===== src/rtl/pisv_defines.svh =====
// offsets, field positions, reset values and defaults of the register slice
`ifndef PISV_DEFINES_SVH
`define PISV_DEFINES_SVH

// ==========================================================
// register offsets
`define PISV_OFS_FLAGS   8'h02
`define PISV_OFS_MASK    8'h03
`define PISV_OFS_STATUS  8'h04
`define PISV_OFS_CAUSE   8'h05
`define PISV_OFS_RAIL1   8'h20
`define PISV_OFS_RAIL2   8'h21

// ==========================================================
// field positions: fault, shut and hot shared by flag and mask registers, then cause bits and the rail code msb
`define PISV_BIT_FAULT   7
`define PISV_BIT_SHUT    3
`define PISV_BIT_HOT     0
`define PISV_BIT_HOSTOFF 3
`define PISV_BIT_UV      2
`define PISV_BIT_PF      1
`define PISV_BIT_CRIT    0
`define PISV_CODE_MSB    6

// ==========================================================
// reset values and the value read at unmapped offsets
`define PISV_RST_MASK    8'hFF
`define PISV_RST_RAIL1   8'h38
`define PISV_RST_RAIL2   8'h00
`define PISV_RD_UNMAPPED 8'h00

// ==========================================================
// serial port
`define PISV_DEV_ADDR    7'h2A
`define PISV_BYTE_BITS   4'h8

`endif


===== src/rtl/pisv_pkg.sv =====
// types shared by the register slice
package pisv_pkg;

    // ==========================================================
    // serial port states, one-hot
    typedef enum logic [8:0] {
        ST_IDLE     = 9'h001,
        ST_ADDR     = 9'h002,
        ST_ADDR_ACK = 9'h004,
        ST_PTR      = 9'h008,
        ST_PTR_ACK  = 9'h010,
        ST_WDATA    = 9'h020,
        ST_WDATA_ACK = 9'h040,
        ST_RDATA    = 9'h080,
        ST_RDATA_ACK = 9'h100
    } pisv_state_e;

    // ==========================================================
    // shutdown events from the analog detectors
    typedef struct packed {
        logic hostOff;
        logic undervoltage;
        logic powerFault;
        logic criticalTemp;
    } pisv_events_s;

    typedef logic [7:0] pisv_byte_t;

endpackage


===== src/rtl/pisv_sticky_bits.sv =====
// bank of sticky flags, set by hardware and cleared by writing one
`timescale 1ns/1ps
`default_nettype none

module pisv_sticky_bits #(
    parameter int WIDTH = 7
) (
    input  wire logic             clock,
    input  wire logic             rst,
    input  wire logic [WIDTH-1:0] setBits,
    input  wire logic [WIDTH-1:0] clearBits,
    output logic      [WIDTH-1:0] flags
);

    logic [WIDTH-1:0] flags_q;
    logic [WIDTH-1:0] flags_d;

    if (WIDTH < 1) begin : g_bad_width
        $error("pisv_sticky_bits: WIDTH must be at least 1");
    end

    // ==========================================================
    // set wins over a clear in the same cycle so no event is lost
    for (genvar i = 0; i < WIDTH; i++) begin : g_bit
        always_comb begin
            flags_d[i] = setBits[i] | (flags_q[i] & ~clearBits[i]);
        end
    end

    always_ff @(posedge clock) begin
        if (rst) begin
            flags_q <= '0;
        end else begin
            flags_q <= flags_d;
        end
    end

    assign flags = flags_q;

endmodule

`default_nettype wire


===== src/rtl/pisv_regs.sv =====
// interrupt, status, shutdown-cause and rail setpoint registers on i2c
`timescale 1ns/1ps
`default_nettype none
`include "pisv_defines.svh"

module pisv_regs
    import pisv_pkg::*;
#(
    parameter logic [6:0] DEV_ADDR = `PISV_DEV_ADDR
) (
    input  wire logic         clock,
    input  wire logic         rst,
    input  wire logic         scl,
    input  wire logic         sdaIn,
    output logic              sdaOut,
    output logic              sdaOe,
    input  wire pisv_events_s shutEvents,
    input  wire logic         hotAbove,
    input  wire logic         standbyRequestN,
    input  wire logic [1:0]   railGoodIn,
    output logic [6:0]        railOneCode,
    output logic [6:0]        railTwoCode,
    output logic [1:0]        powerGood,
    output logic              irqRequest
);

    if (DEV_ADDR == 7'h00 || DEV_ADDR >= 7'h78) begin : g_bad_addr
        $error("pisv_regs: DEV_ADDR lies in a reserved i2c range");
    end

    // ==========================================================
    // register state
    logic [2:0]  mask_q;
    logic [2:0]  mask_d;
    pisv_byte_t  railOne_q;
    pisv_byte_t  railOne_d;
    pisv_byte_t  railTwo_q;
    pisv_byte_t  railTwo_d;
    logic        hotPrev_q;
    logic [1:0]  pg_q;
    logic [1:0]  pg_d;
    logic        irq_q;
    logic        irq_d;
    logic [6:0]  flagSet;
    logic [6:0]  flagClr;
    logic [6:0]  flags;
    logic [3:0]  cause;
    logic        fltFlag;
    logic        shutFlag;
    logic        hotFlag;
    logic        hotRise;

    // ==========================================================
    // serial port state
    pisv_state_e state_q;
    pisv_state_e state_d;
    pisv_byte_t  shift_q;
    pisv_byte_t  shift_d;
    logic [3:0]  bitCnt_q;
    logic [3:0]  bitCnt_d;
    pisv_byte_t  ptr_q;
    pisv_byte_t  ptr_d;
    logic        rw_q;
    logic        rw_d;
    logic        oe_q;
    logic        oe_d;
    logic        sclPrev_q;
    logic        sdaPrev_q;
    logic        wrEn;
    pisv_byte_t  rdByte;
    logic        sclRise;
    logic        sclFall;
    logic        startCond;
    logic        stopCond;

    assign cause    = flags[3:0];
    assign hotFlag  = flags[4];
    assign shutFlag = flags[5];
    assign fltFlag  = flags[6];
    assign hotRise  = hotAbove & ~hotPrev_q;

    // ==========================================================
    // read decode, shared by address and read acknowledge
    function automatic pisv_byte_t readReg(input pisv_byte_t addr);
        pisv_byte_t r;
        r = `PISV_RD_UNMAPPED;
        case (addr)
            `PISV_OFS_FLAGS: begin
                r[`PISV_BIT_FAULT] = fltFlag;
                r[`PISV_BIT_SHUT]  = shutFlag;
                r[`PISV_BIT_HOT]   = hotFlag;
            end
            `PISV_OFS_MASK: begin
                r = `PISV_RST_MASK;
                r[`PISV_BIT_FAULT] = mask_q[2];
                r[`PISV_BIT_SHUT]  = mask_q[1];
                r[`PISV_BIT_HOT]   = mask_q[0];
            end
            `PISV_OFS_STATUS: r[0] = hotAbove;
            `PISV_OFS_CAUSE:  r[3:0] = cause;
            `PISV_OFS_RAIL1:  r = railOne_q;
            `PISV_OFS_RAIL2:  r = railTwo_q;
            default:          r = `PISV_RD_UNMAPPED;
        endcase
        return r;
    endfunction

    // ==========================================================
    // serial port; scl and sda are taken as synchronous inputs
    assign sclRise   = scl & ~sclPrev_q;
    assign sclFall   = ~scl & sclPrev_q;
    assign startCond = scl & sclPrev_q & sdaPrev_q & ~sdaIn;
    assign stopCond  = scl & sclPrev_q & ~sdaPrev_q & sdaIn;

    always_comb begin
        state_d  = state_q;
        shift_d  = shift_q;
        bitCnt_d = bitCnt_q;
        ptr_d    = ptr_q;
        rw_d     = rw_q;
        oe_d     = oe_q;
        wrEn     = 1'b0;
        rdByte   = readReg(ptr_q);
        if (startCond) begin
            state_d  = ST_ADDR;
            bitCnt_d = 4'h0;
            oe_d     = 1'b0;
        end else if (stopCond) begin
            state_d = ST_IDLE;
            oe_d    = 1'b0;
        end else begin
            case (state_q)
                ST_IDLE: begin
                    oe_d = 1'b0;
                end
                ST_ADDR, ST_PTR, ST_WDATA: begin
                    if (sclRise) begin
                        shift_d  = {shift_q[6:0], sdaIn};
                        bitCnt_d = bitCnt_q + 4'h1;
                    end else if (sclFall && bitCnt_q == `PISV_BYTE_BITS) begin
                        oe_d = 1'b1;
                        case (state_q)
                            ST_ADDR: begin
                                rw_d    = shift_q[0];
                                oe_d    = (shift_q[7:1] == DEV_ADDR);
                                state_d = (shift_q[7:1] == DEV_ADDR) ?
                                          ST_ADDR_ACK : ST_IDLE;
                            end
                            ST_PTR: begin
                                ptr_d   = shift_q;
                                state_d = ST_PTR_ACK;
                            end
                            default: begin
                                wrEn    = 1'b1;
                                ptr_d   = ptr_q + 8'h01;
                                state_d = ST_WDATA_ACK;
                            end
                        endcase
                    end
                end
                ST_ADDR_ACK: begin
                    if (sclFall) begin
                        bitCnt_d = 4'h0;
                        if (rw_q) begin
                            shift_d = rdByte;
                            oe_d    = ~rdByte[7];
                            state_d = ST_RDATA;
                        end else begin
                            oe_d    = 1'b0;
                            state_d = ST_PTR;
                        end
                    end
                end
                ST_PTR_ACK, ST_WDATA_ACK: begin
                    if (sclFall) begin
                        oe_d     = 1'b0;
                        bitCnt_d = 4'h0;
                        state_d  = ST_WDATA;
                    end
                end
                ST_RDATA: begin
                    if (sclRise) begin
                        bitCnt_d = bitCnt_q + 4'h1;
                    end else if (sclFall) begin
                        if (bitCnt_q == `PISV_BYTE_BITS) begin
                            oe_d    = 1'b0;
                            ptr_d   = ptr_q + 8'h01;
                            state_d = ST_RDATA_ACK;
                        end else begin
                            shift_d = {shift_q[6:0], 1'b0};
                            oe_d    = ~shift_q[6];
                        end
                    end
                end
                ST_RDATA_ACK: begin
                    // a nack from the host ends the read; wait for stop
                    if (sclRise && sdaIn) begin
                        state_d = ST_IDLE;
                    end else if (sclFall) begin
                        bitCnt_d = 4'h0;
                        shift_d  = rdByte;
                        oe_d     = ~rdByte[7];
                        state_d  = ST_RDATA;
                    end
                end
                default: begin
                    state_d = ST_IDLE;
                    oe_d    = 1'b0;
                end
            endcase
        end
    end

    always_ff @(posedge clock) begin
        if (rst) begin
            state_q   <= ST_IDLE;
            shift_q   <= 8'h00;
            bitCnt_q  <= 4'h0;
            ptr_q     <= 8'h00;
            rw_q      <= 1'b0;
            oe_q      <= 1'b0;
            sclPrev_q <= 1'b1;
            sdaPrev_q <= 1'b1;
        end else begin
            state_q   <= state_d;
            shift_q   <= shift_d;
            bitCnt_q  <= bitCnt_d;
            ptr_q     <= ptr_d;
            rw_q      <= rw_d;
            oe_q      <= oe_d;
            sclPrev_q <= scl;
            sdaPrev_q <= sdaIn;
        end
    end

    // open drain: only ever pulls low
    assign sdaOut = 1'b0;
    assign sdaOe  = oe_q;

    // ==========================================================
    // flag sources and write-one clears
    always_comb begin
        flagSet = '0;
        flagClr = '0;
        flagSet[`PISV_BIT_HOSTOFF] = shutEvents.hostOff;
        flagSet[`PISV_BIT_UV]      = shutEvents.undervoltage;
        flagSet[`PISV_BIT_PF]      = shutEvents.powerFault;
        flagSet[`PISV_BIT_CRIT]    = shutEvents.criticalTemp;
        flagSet[4] = hotRise;
        flagSet[5] = |{shutEvents.hostOff, shutEvents.undervoltage,
                       shutEvents.powerFault, shutEvents.criticalTemp};
        flagSet[6] = shutEvents.powerFault | shutEvents.criticalTemp | hotRise;
        if (wrEn && ptr_q == `PISV_OFS_CAUSE) begin
            flagClr[3:0] = shift_q[3:0];
        end
        if (wrEn && ptr_q == `PISV_OFS_FLAGS) begin
            flagClr[4] = shift_q[`PISV_BIT_HOT];
            flagClr[5] = shift_q[`PISV_BIT_SHUT];
            flagClr[6] = shift_q[`PISV_BIT_FAULT];
        end
    end

    pisv_sticky_bits #(
        .WIDTH     (7)
    ) u_flags (
        .clock     (clock),
        .rst       (rst),
        .setBits   (flagSet),
        .clearBits (flagClr),
        .flags     (flags)
    );

    // ==========================================================
    // writable registers, power good and interrupt
    always_comb begin
        mask_d    = mask_q;
        railOne_d = railOne_q;
        railTwo_d = railTwo_q;
        if (wrEn) begin
            case (ptr_q)
                `PISV_OFS_MASK: begin
                    mask_d = {shift_q[`PISV_BIT_FAULT],
                              shift_q[`PISV_BIT_SHUT],
                              shift_q[`PISV_BIT_HOT]};
                end
                // reserved bit 7 is stored as written
                `PISV_OFS_RAIL1: railOne_d = shift_q;
                `PISV_OFS_RAIL2: railTwo_d = shift_q;
                default: begin
                    mask_d = mask_q;
                end
            endcase
        end
        // zero code turns the rail off; its power good is held high
        pg_d[0] = (railOne_q[6:0] == 7'h00) | ~standbyRequestN | railGoodIn[0];
        pg_d[1] = (railTwo_q[6:0] == 7'h00) | ~standbyRequestN | railGoodIn[1];
        irq_d = |({fltFlag, shutFlag, hotFlag} & ~mask_q);
    end

    always_ff @(posedge clock) begin
        if (rst) begin
            mask_q    <= 3'h7;
            railOne_q <= `PISV_RST_RAIL1;
            railTwo_q <= `PISV_RST_RAIL2;
            hotPrev_q <= 1'b0;
            pg_q      <= 2'h3;
            irq_q     <= 1'b0;
        end else begin
            mask_q    <= mask_d;
            railOne_q <= railOne_d;
            railTwo_q <= railTwo_d;
            hotPrev_q <= hotAbove;
            pg_q      <= pg_d;
            irq_q     <= irq_d;
        end
    end

    assign railOneCode = railOne_q[`PISV_CODE_MSB:0];
    assign railTwoCode = railTwo_q[`PISV_CODE_MSB:0];
    assign powerGood   = pg_q;
    assign irqRequest  = irq_q;

    // ==========================================================
    // checks
    chk_mask_reset: assert property (@(posedge clock)
        rst |=> readReg(`PISV_OFS_MASK) == `PISV_RST_MASK)
        else $error("mask register not all ones after reset");
    chk_shut_mask: assert property (@(posedge clock) disable iff (rst)
        (shutFlag && !fltFlag && !hotFlag && mask_q[1]) |=> !irqRequest)
        else $error("masked shutdown flag raised interrupt");
    chk_hot_mask: assert property (@(posedge clock) disable iff (rst)
        (hotFlag && !mask_q[0]) |=> irqRequest)
        else $error("unmasked hot flag gave no interrupt");
    chk_hot_status: assert property (@(posedge clock)
        readReg(`PISV_OFS_STATUS) == {7'h00, hotAbove})
        else $error("status register does not follow hot level");
    chk_hostoff_set: assert property (@(posedge clock) disable iff (rst)
        shutEvents.hostOff |=> cause[3] && shutFlag)
        else $error("host off did not set its cause");
    chk_cause_keep: assert property (@(posedge clock) disable iff (rst)
        1'b1 |=> (cause & $past(cause & ~flagClr[3:0]))
                 == $past(cause & ~flagClr[3:0]))
        else $error("cause flag lost without a clear");
    chk_uv_set: assert property (@(posedge clock) disable iff (rst)
        shutEvents.undervoltage |=> cause[2] && shutFlag)
        else $error("undervoltage did not set cause and flag");
    chk_pf_set: assert property (@(posedge clock) disable iff (rst)
        shutEvents.powerFault |=> cause[1] && shutFlag && fltFlag)
        else $error("power fault did not set cause and flags");
    chk_crit_set: assert property (@(posedge clock) disable iff (rst)
        shutEvents.criticalTemp |=> cause[0] && shutFlag)
        else $error("critical temperature did not set cause and flag");
    chk_rail_reset: assert property (@(posedge clock)
        rst |=> railOneCode == 7'h38 && railTwoCode == 7'h00)
        else $error("rail codes wrong after reset");
    chk_pgood_hold: assert property (@(posedge clock) disable iff (rst)
        (!standbyRequestN || railTwoCode == 7'h00) |=> powerGood[1])
        else $error("power good dropped while forced high");
    chk_hot_flag: assert property (@(posedge clock) disable iff (rst)
        $rose(hotAbove) |=> hotFlag ##1 (hotFlag || $past(flagClr[4])))
        else $error("hot crossing did not latch its flag");
    chk_irq_cause: assert property (@(posedge clock) disable iff (rst)
        irqRequest |-> $past(|({fltFlag, shutFlag, hotFlag} & ~mask_q)))
        else $error("interrupt without an unmasked flag");

endmodule

`default_nettype wire


===== config.mk =====
export PLATFORM = sky130hd
export DESIGN_NAME = pisv_regs
export DESIGN_NICKNAME = d
export VERILOG_FILES = /design/src/rtl/pisv_pkg.sv /design/src/rtl/pisv_sticky_bits.sv /design/src/rtl/pisv_regs.sv
export VERILOG_INCLUDE_DIRS = /design/src /design/src/rtl
export SDC_FILE = /design/constraint.sdc
export NUM_CORES = 1
export LEC_CHECK = 0
export BUFFER_PORTS_ARGS = -buffer_cell sky130_fd_sc_hd__buf_4
export CAP_MARGIN = 0
export CORE_ASPECT_RATIO = 1.75
export CORE_MARGIN = 2
export CORE_UTILIZATION = 40
export CTS_CLUSTER_DIAMETER = 40
export DETAILED_ROUTE_END_ITERATION = 10
export SLEW_MARGIN = 20
export SYNTH_ARGS = -nofsm -noshare
export SYNTH_HDL_FRONTEND = slang
export SYNTH_SLANG_ARGS = --single-unit
export TNS_END_PERCENT = 50

===== constraint.sdc =====
create_clock -name clock -period 5.85 [get_ports clock]
set_input_delay 0 -clock clock [delete_from_list [all_inputs] [get_ports clock]]
set_output_delay 0 -clock clock [all_outputs]
set_load 0.01 [all_outputs]

==> results of run 1 <==
-- how the worst max path moves through the flow --
stage                           from    endpoint  slack [ns]  depth (start not counted)
final                     state_q[1]  shift_q[1]        3.02                          5
after CTS                 state_q[1]  shift_q[1]        3.10                          5
after global routing      state_q[1]  shift_q[1]        2.79                          5
after detailed placement  state_q[3]  shift_q[1]        3.12                          5
after floorplan           state_q[1]  shift_q[0]        3.81                          8
after global placement    state_q[1]  shift_q[1]        3.13                          5
-- worst max-delay path, delay by kind of cell, from the launching register on --
kind	cells	cell delay, ns
simple gates	3	1.44
compound gates	2	0.89
flops	1	0.42
-- state kept, by name, indices dropped and copies added (netlist names), 3 cells and up --
| name | count |
|---|---|
| state_q | 9 |
| shift_q | 8 |
| railTwo_q | 8 |
| ptr_q | 8 |
| railOne_q | 8 |
| bitCnt_q | 4 |
| mask_q | 3 |
| u_flags.flags | 7 |
-- metal layers --
metal,vias up,share of wire,global-route usage
met5,-,0,0
met3,40,0.028,0.03082
met2,94,0.54,0.3782
met1,1584,0.37,0.2091
li1,1639,-,-
met4,0,0.058,0.1498
-- area by class of cell --
type | count | area share
Multi-Input combinational cell | 342 | 0.5171
Timing Repair Buffer | 41 | 0.07887
Clock inverter | 5 | 0.007946
Clock buffer | 10 | 0.05621
Inverter | 9 | 0.007946
Tap cell | 120 | 0.03531
Sequential cell | 63 | 0.2966
-- power by group through the flow --
stage / logic (W) / registers (W) / clock network [W]
after floorplan: 0.0000507 / 0.000450 / 0
after global placement: 0.0000648 / 0.000453 / 0
after detailed placement: 0.0000652 / 0.000453 / 0
after CTS: 0.0000706 / 0.000444 / 0.000503
after global routing: 0.0000784 / 0.000445 / 0.000516
final: 0.0000714 / 0.000444 / 0.000491
-- cells by family after synthesis --
family	after synthesis	share of synthesized area
AOI/OAI and AO/OA	102	0.1824
xor gates and xnor gates	6	0.01406
adders and majority gates	6	0.02008
buffers and inverters	51	0.07764
DFF	63	0.3373
muxes	32	0.08701
other	1	0.001003
and+or+nand+nor	195	0.2805
-- cells in the final DEF, fill, tap and decap left out, types with 3 or more instances in the layout --
cell | netlist | layout
a211oi_1 | 3 | 3
a21o_1 | 5 | 5
a21oi_1 | 27 | 27
a22oi_1 | 14 | 14
a31oi_1 | 6 | 6
and2_1 | 4 | 4
and3_1 | 5 | 5
buf_4 | 16 | 30
clkbuf_16 | 0 | 9
dfxtp_1 | 63 | 63
dlygate4sd3_1 | 0 | 11
ha_1 | 6 | 6
inv_1 | 8 | 8
mux2_2 | 4 | 4
mux2i_1 | 28 | 28
nand2_1 | 40 | 40
nand2b_1 | 9 | 9
nand3_1 | 14 | 14
nand3b_1 | 5 | 5
nand4b_1 | 4 | 4
nor2_1 | 60 | 60
nor2b_1 | 3 | 3
nor3_1 | 12 | 11
nor3b_1 | 3 | 3
nor4_1 | 6 | 6
o211ai_1 | 3 | 3
o21ai_0 | 24 | 24
or2_2 | 5 | 5
or3_1 | 4 | 4
xor2_1 | 5 | 5
-- through the flow --
step / cells / utilization / total power [W] / cell area (um^2) / hold WS (ns)
6_report: 590 / 0.4675 / 0.001007 / 4252 / 0.09522
5_1_grt: 590 / 0.4675 / 0.001040 / 4252 / 0.1346
3_3_place_gp: 564 / 0.4247 / 0.0005179 / 3862 / 0.1860
4_1_cts: 590 / 0.4668 / 0.001017 / 4245 / 0.1088
3_5_place_dp: 564 / 0.4247 / 0.0005184 / 3862 / 0.1856
2_1_floorplan: 456 / - / 0.0005004 / 3739 / 0.09436
-- timing repair --
item	in CTS	in global routing
endpoints found under the setup margin	0	0
hold buffers	11	0
endpoints found under the hold margin	12	0
==> impl_metrics.json, run 1 <==
{
  "gp_congestion": 0.8893,
  "numPortBuffers": 29,
  "final_nets": 484,
  "clock_path_buffers": 2,
  "rows": 46,
  "diodes": 0,
  "async_flop_share": 0,
  "post_cts_buffers": 0,
  "cp-start-kind": "register",
  "cts-htree-levels": 3,
  "initial_utilization": 0.4111,
  "area.growth.synth_to_final_pct": 13.72,
  "p_comb_frac": 0.071,
  "drt_iter0_markers": 201,
  "swShare": 0.2446,
  "worst_slew_pin_slew_ns": 0.7693,
  "dp_hpwl_um": 7462,
  "synth.avg_cell_area_um2": 8.199,
  "clk_root_buffer_cell": "clkbuf_16",
  "grt_overflow_total": 0,
  "cts_resized": 0,
  "synth_commonest_cells": "dfxtp_1 (63), nor2_1 (60), nand2_1 (40), mux2i_1 (28), a21oi_1 (27)",
  "hold_depth": 2,
  "ios": 31,
  "place_ws_ns": 3.122,
  "grtUsageTotal": 0.2070,
  "firstDrtPassIters": 6,
  "dr_total_vias": 3357,
  "ys_ff_latch": 63,
  "cpPeakStageDelay_ns": 0.75,
  "hold_end": "irqRequest",
  "critPathRequiredTime_ns": 6.11,
  "synth_fp_nets": 474,
  "numCtsBuffers": 9,
  "grt_max_degree": 45,
  "finalSetupTns_ns": 0,
  "die_w_um": 77.08,
  "p_seq_frac": 0.441,
  "drive_gt1_frac": 0.1468,
  "die_y_um": 131.9,
  "cts_sinks": 63,
  "synth_area_leader_cell": "dfxtp_1",
  "critPathMaxFanout": 14,
  "dieArea_um2": 10170,
  "fp.coreArea_um2": 9094,
  "path_cells": "nor3_1 -> nand3_1 -> a2111o_1 -> nand3b_1 -> a21oi_1",
  "yosys_most_used_dff": "dfxtp_1",
  "p_per_area_nw_per_um2": 236.8,
  "ant_nets": 0,
  "clock_skew_ns": 0.007346,
  "post-route-period-util": 0.4832,
  "seqCellArea_um2": 1261,
  "hold_viol": 0,
  "vdd_drop_max_mv": 0.1701,
  "synthTopCellsByArea": "dfxtp_1 (34%), mux2i_1 (7.5%), nor2_1 (6.0%)",
  "cp.arrival_ns": 3.09,
  "yosysMostFrequentCell": "dfxtp_1",
  "syn-instance-count": 456,
  "period_needed_ns": 2.827,
  "clkTransAtPathRegs_ns": 0.06,
  "hold_path_class": "input pin to register",
  "setup_viol": 0,
  "drv_slew": 0,
  "synth_warnings": 0,
  "p_leak_nw": 1.675,
  "synth_edf_count": 0,
  "r2r-end": "shift_q[1]",
  "clk_latency_ns": 0.33,
  "drc": 0,
  "rsz0062_at_grt": "no",
  "end_kind": "register",
  "setup_ws_ns": 3.023,
  "yosysSeqAreaShare": 0.3373,
  "crit_path_top_delay_cell": "a2111o_1",
  "power.internal_w": 0.0007605,
  "worstReg2RegStart": "state_q[1]",
  "wire_per_inst_um": 17.50,
  "wl_um": 10330,
  "fillers": 975,
  "grt_pass1_vias": 3271,
  "cts_tree": "built",
  "hp-start": "rst",
  "fmax_mhz": 353.7,
  "yosysUniqueCellTypes": 67,
  "clock_power_share": 0.488,
  "yosysTopAreaCellShare": 0.3373,
  "drv_cap": 0,
  "grt_pass1_wl_um": 16530,
  "multi_input_area_um2": 2198,
  "reg2reg_depth": 5,
  "syn-cell-area_um2": 3739,
  "rrSetupSlack_ns": 3.02,
  "status": "complete, no violations",
  "vias_per_cell": 5.690,
  "relSlewSlack": 0.4739,
  "antenna_found_initial": 0,
  "power.switching_w": 0.0002462,
  "critical_path_class": "register to register"
}
Power figures use the tool's default switching activity.
==> run 2: changes to the inputs <==
- clock period: 5.85 -> 2.9 ns (I/O delays scaled with it)
==> run 2 against run 1 <==
Non-clock buffer count increased by 7; wire length increased by 1.5%; cell count increased by 1.4%; register-to-register slack got worse by 2.8 ns; via count increased by 0.57%; sequential share of layout area decreased by 0.57 points; setup slack got worse by 2.8 ns; global-route usage increased by 0.36 points; critical path type unchanged.
==> impl_metrics.json, run 2 (synthesis results as in run 1) <==
{
  "status": "complete, no violations",
  "finalSetupTns_ns": 0,
  "post-route-period-util": 0.9101,
  "clk_root_buffer_cell": "clkbuf_16",
  "setup_ws_ns": 0.2608,
  "ios": 31,
  "path_cells": "nor4_4 -> nand4b_1 -> nor2_1 -> and3_1 -> mux2i_1 -> nor2_1",
  "crit_path_top_delay_cell": "nor4_4",
  "relSlewSlack": 0.5972,
  "final_nets": 491,
  "layout_commonest_cell": "dfxtp_1",
  "cp-start-kind": "register",
  "final_cell_mix": "dfxtp_1 (63), nor2_1 (60), nand2_1 (40), buf_4 (37), mux2i_1 (28)",
  "hp-start": "rst",
  "vdd_drop_max_mv": 0.3443,
  "drv_cap": 0,
  "hold_slack_ns": 0.1048,
  "dp_hpwl_um": 7705,
  "grt_overflow_total": 0,
  "die_y_um": 131.9,
  "drive_gt1_frac": 0.1590,
  "clock_skew_ns": 0.006683,
  "diodes": 0,
  "critical_path_class": "register to register",
  "rrSetupSlack_ns": 0.26,
  "cp_top_family": "simple AND/OR/NAND/NOR gates",
  "p_leak_nw": 1.735,
  "firstDrtPassIters": 4,
  "cpPeakStageDelay_ns": 0.57,
  "place_ws_ns": 0.2832,
  "fp.coreArea_um2": 9094,
  "ant_nets": 0,
  "postLayoutCellArea_um2": 4335,
  "drt_iter0_markers": 234,
  "clk_latency_ns": 0.33,
  "worst_slew_pin_slew_ns": 0.5958,
  "numPortBuffers": 29,
  "period_needed_ns": 2.639,
  "drv_slew": 0,
  "rsz0062_at_grt": "no",
  "reg2reg_depth": 6,
  "cts_sinks": 63,
  "initial_utilization": 0.4111,
  "cts-htree-levels": 3,
  "rows": 46,
  "hold_depth": 2,
  "numCtsBuffers": 9,
  "antenna_found_initial": 0,
  "wl_um": 10480,
  "r2r-end": "railTwo_q[1]",
  "vias_per_cell": 5.645,
  "crit_top_cell": "nor2_1",
  "area.growth.synth_to_final_pct": 15.96,
  "grt_pass1_wl_um": 16900,
  "critical_path_buf_inv_count": 0,
  "cts_tree": "built",
  "clkTransAtPathRegs_ns": 0.05,
  "hold_end": "u_flags.flags[0]",
  "gp_congestion": 0.8673,
  "finalPower_w": 0.002159,
  "worstReg2RegStart": "state_q[0]",
  "setup_viol": 0,
  "p_per_area_nw_per_um2": 498.0,
  "grt_pass1_vias": 3316,
  "grtUsageTotal": 0.2106,
  "dieArea_um2": 10170,
  "hold_path_class": "input pin to register",
  "dr_total_vias": 3376,
  "end_kind": "register",
  "fmax_mhz": 378.9,
  "hold_viol": 0,
  "drc": 0,
  "largest_reg_flops": 9,
  "largest-register": "state_q",
  "critPathRequiredTime_ns": 3.10,
  "dpl_cell_area_um2": 3915,
  "critPathMaxFanout": 8,
  "die_w_um": 77.08,
  "clock_path_buffers": 2,
  "wire_per_inst_um": 17.53,
  "post_cts_buffers": 0,
  "cp.arrival_ns": 2.84,
  "grt_max_degree": 45
}
## run 2: changes by cell type in the layout (fill, tap and decap cells not counted), sizes merged
cell | previous run | this run
clkbuf | 10 | 13
clkinvlp | 2 | 0
bufinv | 0 | 1
buf | 30 | 37
inv | 9 | 8
## run 2: final cells by class
type | count | area [um^2]
fillers | 906 | 4758
multi-input cells | 342 | 2192
flip-flops and latches | 63 | 1261
repair buffers | 48 | 387.9
clock buffers | 13 | 270.3
well taps | 120 | 150.1
clock inverters | 3 | 40.04
inverters | 9 | 33.78
## run 2: power breakdown
group	switching (W)	leakage (nW)	internal [W]
combinational	0.0000853	1.07	0.0000624
clock	0.000381	0.156	0.000732
sequential	0.0000181	0.511	0.000880
total	0.000485	1.73	0.00167
## run 2: what timing repair did
action                                 4_1_cts  5_1_grt
hold buffers                                11        0
endpoints found under the hold margin       12        0
gates resized for setup                      0        0
## run 2: how the worst max path moves through the flow
stage	cells past startpoint	endpoint	slack (ns)	from
6_report	6	railTwo_q[1]	0.26	state_q[0]
5_1_grt	6	railTwo_q[4]	0.12	state_q[0]
4_1_cts	6	railTwo_q[1]	0.25	state_q[0]
3_5_place_dp	6	railTwo_q[1]	0.28	state_q[0]
3_3_place_gp	6	railTwo_q[4]	0.30	state_q[0]
2_1_floorplan	8	shift_q[0]	0.86	state_q[1]
## run 2: stage by stage
step | std cells | utilization
2_1_floorplan | 456 | -
3_3_place_gp | 571 | 0.4305
3_5_place_dp | 571 | 0.4305
4_1_cts | 598 | 0.4767
5_1_grt | 598 | 0.4767
6_report | 598 | 0.4767
## run 2: metal layers
metal	share of wire	global-route usage	vias to the layer above
met5	0	0	-
met4	0.044	0.1171	0
met3	0.033	0.03630	29
met2	0.55	0.4050	88
met1	0.37	0.2072	1600
li1	-	-	1659
==> run 3: changes to the inputs <==
- CELL_PAD_IN_SITES_DETAIL_PLACEMENT: not set -> 0
- CELL_PAD_IN_SITES_GLOBAL_PLACEMENT: not set -> 2
- CORE_UTILIZATION: 40 -> 36
- PLACE_DENSITY_LB_ADDON: not set -> 0.1
==> run 3 against run 2 <==
Die area is 11% higher; clock power is 4% higher; count of clock-buffer cells in the layout is 2 lower; non-clock buffer count is 11 higher; first-iteration DRC count is 41% lower; cell count is 2.8% higher; clock skew is 0.0023 ns lower; via count is 0.71% higher; register-to-register slack better by 0.21 ns; maximum frequency is 8.6% higher; largest cell class unchanged; sequential share of layout area is 0.62 points lower; hold slack better by 0.018 ns.
==> impl_metrics.json, run 3 (synthesis results as in run 1) <==
{
  "postCtsHoldBufs": 11,
  "startpoint": "state_q[1]",
  "final_cell_mix": "dfxtp_1 (63), nor2_1 (60), buf_4 (48), nand2_1 (40), mux2i_1 (28)",
  "critical_path_buf_inv_count": 1,
  "clkTransAtPathRegs_ns": 0.05,
  "area.growth.synth_to_final_pct": 18.47,
  "clk_latency_ns": 0.32,
  "diodes": 0,
  "cp_top_family": "simple AND/OR/NAND/NOR gates",
  "numPortBuffers": 29,
  "cts-htree-levels": 3,
  "layout_commonest_cell": "dfxtp_1",
  "period_needed_ns": 2.431,
  "drv_cap": 0,
  "grtUsageTotal": 0.2187,
  "drv_slew": 0,
  "drive_gt1_frac": 0.1762,
  "grt_pass1_wl_um": 18610,
  "critPathMaxFanout": 10,
  "vdd_drop_max_mv": 0.3190,
  "rsz0062_at_grt": "no",
  "post-route-period-util": 0.8383,
  "hold_slack_ns": 0.1231,
  "cts_sinks": 63,
  "grt_overflow_total": 0,
  "drc": 0,
  "cpPeakStageDelay_ns": 0.61,
  "p_leak_nw": 1.790,
  "ant_nets": 0,
  "end_kind": "register",
  "dieArea_um2": 11250,
  "hold_path_class": "input pin to register",
  "die_w_um": 81.04,
  "initial_utilization": 0.3673,
  "numCtsBuffers": 9,
  "worstReg2RegStart": "state_q[1]",
  "gp_congestion": 0.8480,
  "hold_viol": 0,
  "fmax_mhz": 411.3,
  "grt_pass1_vias": 3379,
  "worst_slew_pin_slew_ns": 0.6106,
  "path_cells": "or3_2 -> or3_1 -> a21oi_1 -> a2111o_1 -> buf_4 -> mux2i_1 -> nor2_1",
  "clock_path_buffers": 2,
  "place_ws_ns": 0.4825,
  "grt_max_degree": 44,
  "dp_hpwl_um": 8634,
  "crit_path_top_delay_cell": "or3_2",
  "cp.arrival_ns": 2.62,
  "clock_skew_ns": 0.004379,
  "largest-register": "state_q",
  "hp-start": "rst",
  "place_inst": 589,
  "drt_iter0_markers": 137,
  "dr_total_vias": 3400,
  "finalSetupTns_ns": 0,
  "cp-start-kind": "register",
  "rows": 49,
  "wl_um": 11470,
  "vias_per_cell": 5.528,
  "relSlewSlack": 0.5898,
  "utilization": 0.4352,
  "fp.coreArea_um2": 10180,
  "wire_per_inst_um": 18.66,
  "setup_viol": 0,
  "critical_path_class": "register to register",
  "cts_tree": "built",
  "antenna_found_initial": 0,
  "setup_ws_ns": 0.4690,
  "die_y_um": 138.8,
  "critPathRequiredTime_ns": 3.09,
  "largest_reg_flops": 9,
  "ios": 31,
  "status": "complete, no violations",
  "firstDrtPassIters": 4,
  "p_per_area_nw_per_um2": 496.1,
  "final_nets": 502,
  "post_cts_buffers": 0,
  "layoutNonFillerInstCount": 615,
  "clk_root_buffer_cell": "clkbuf_16",
  "cts_resized": 0
}
run 3: cell types whose count changed in the layout (fill, tap and decap cells not counted), sizes merged:
cell / before / now
buf: 37 / 48
clkbuf: 13 / 11
bufinv: 1 / 2
run 3: tightest hold or removal path: cells and delay by family:
family	cells	cell delay (ns)
AND/OR/NAND/NOR	1	0.08
buffers and inverters	2	0.32
run 3: metal layers:
layer	GRT usage	part of all wire	up-vias
met2	0.4063	0.58	81
met3	0.02995	0.028	20
met5	0	0	-
met4	0.1017	0.032	0
li1	-	-	1672
met1	0.2332	0.36	1627
run 3: worst paths after layout:
| path | endpoint | slack [ns] | cells after the start |
|---|---|---|---|
| worst max register to register | shift_q[5] | 0.47 | 7 |
| worst min register to register | u_flags.flags[4] | 0.49 | 2 |
| worst min-delay path | mask_q[0] | 0.12 | 3 |
| worst max-delay path | shift_q[5] | 0.47 | 7 |
run 3: metrics by stage:
stage | instance area [um^2] | total power (W)
6_report | 4429 | 0.002198
5_1_grt | 4429 | 0.002275
4_1_cts | 4429 | 0.002224
3_5_place_dp | 4006 | 0.001056
3_3_place_gp | 4006 | 0.001056
2_1_floorplan | 3739 | 0.001009
run 3: final cells by class:
class / instances / area, um^2
Clock buffer: 11 / 242.7
Clock inverter: 4 / 70.07
Fill cell: 1091 / 5748
Inverter: 9 / 33.78
Multi-Input combinational cell: 342 / 2192
Sequential cell: 63 / 1261
Tap cell: 127 / 158.9
Timing Repair Buffer: 59 / 470.5
run 3: report_power, final:
part	internal, W	leakage (nW)	switching (W)
Clock	0.000768	0.155	0.000384
Sequential	0.000879	0.511	0.0000162
Combinational	0.0000661	1.12	0.0000844
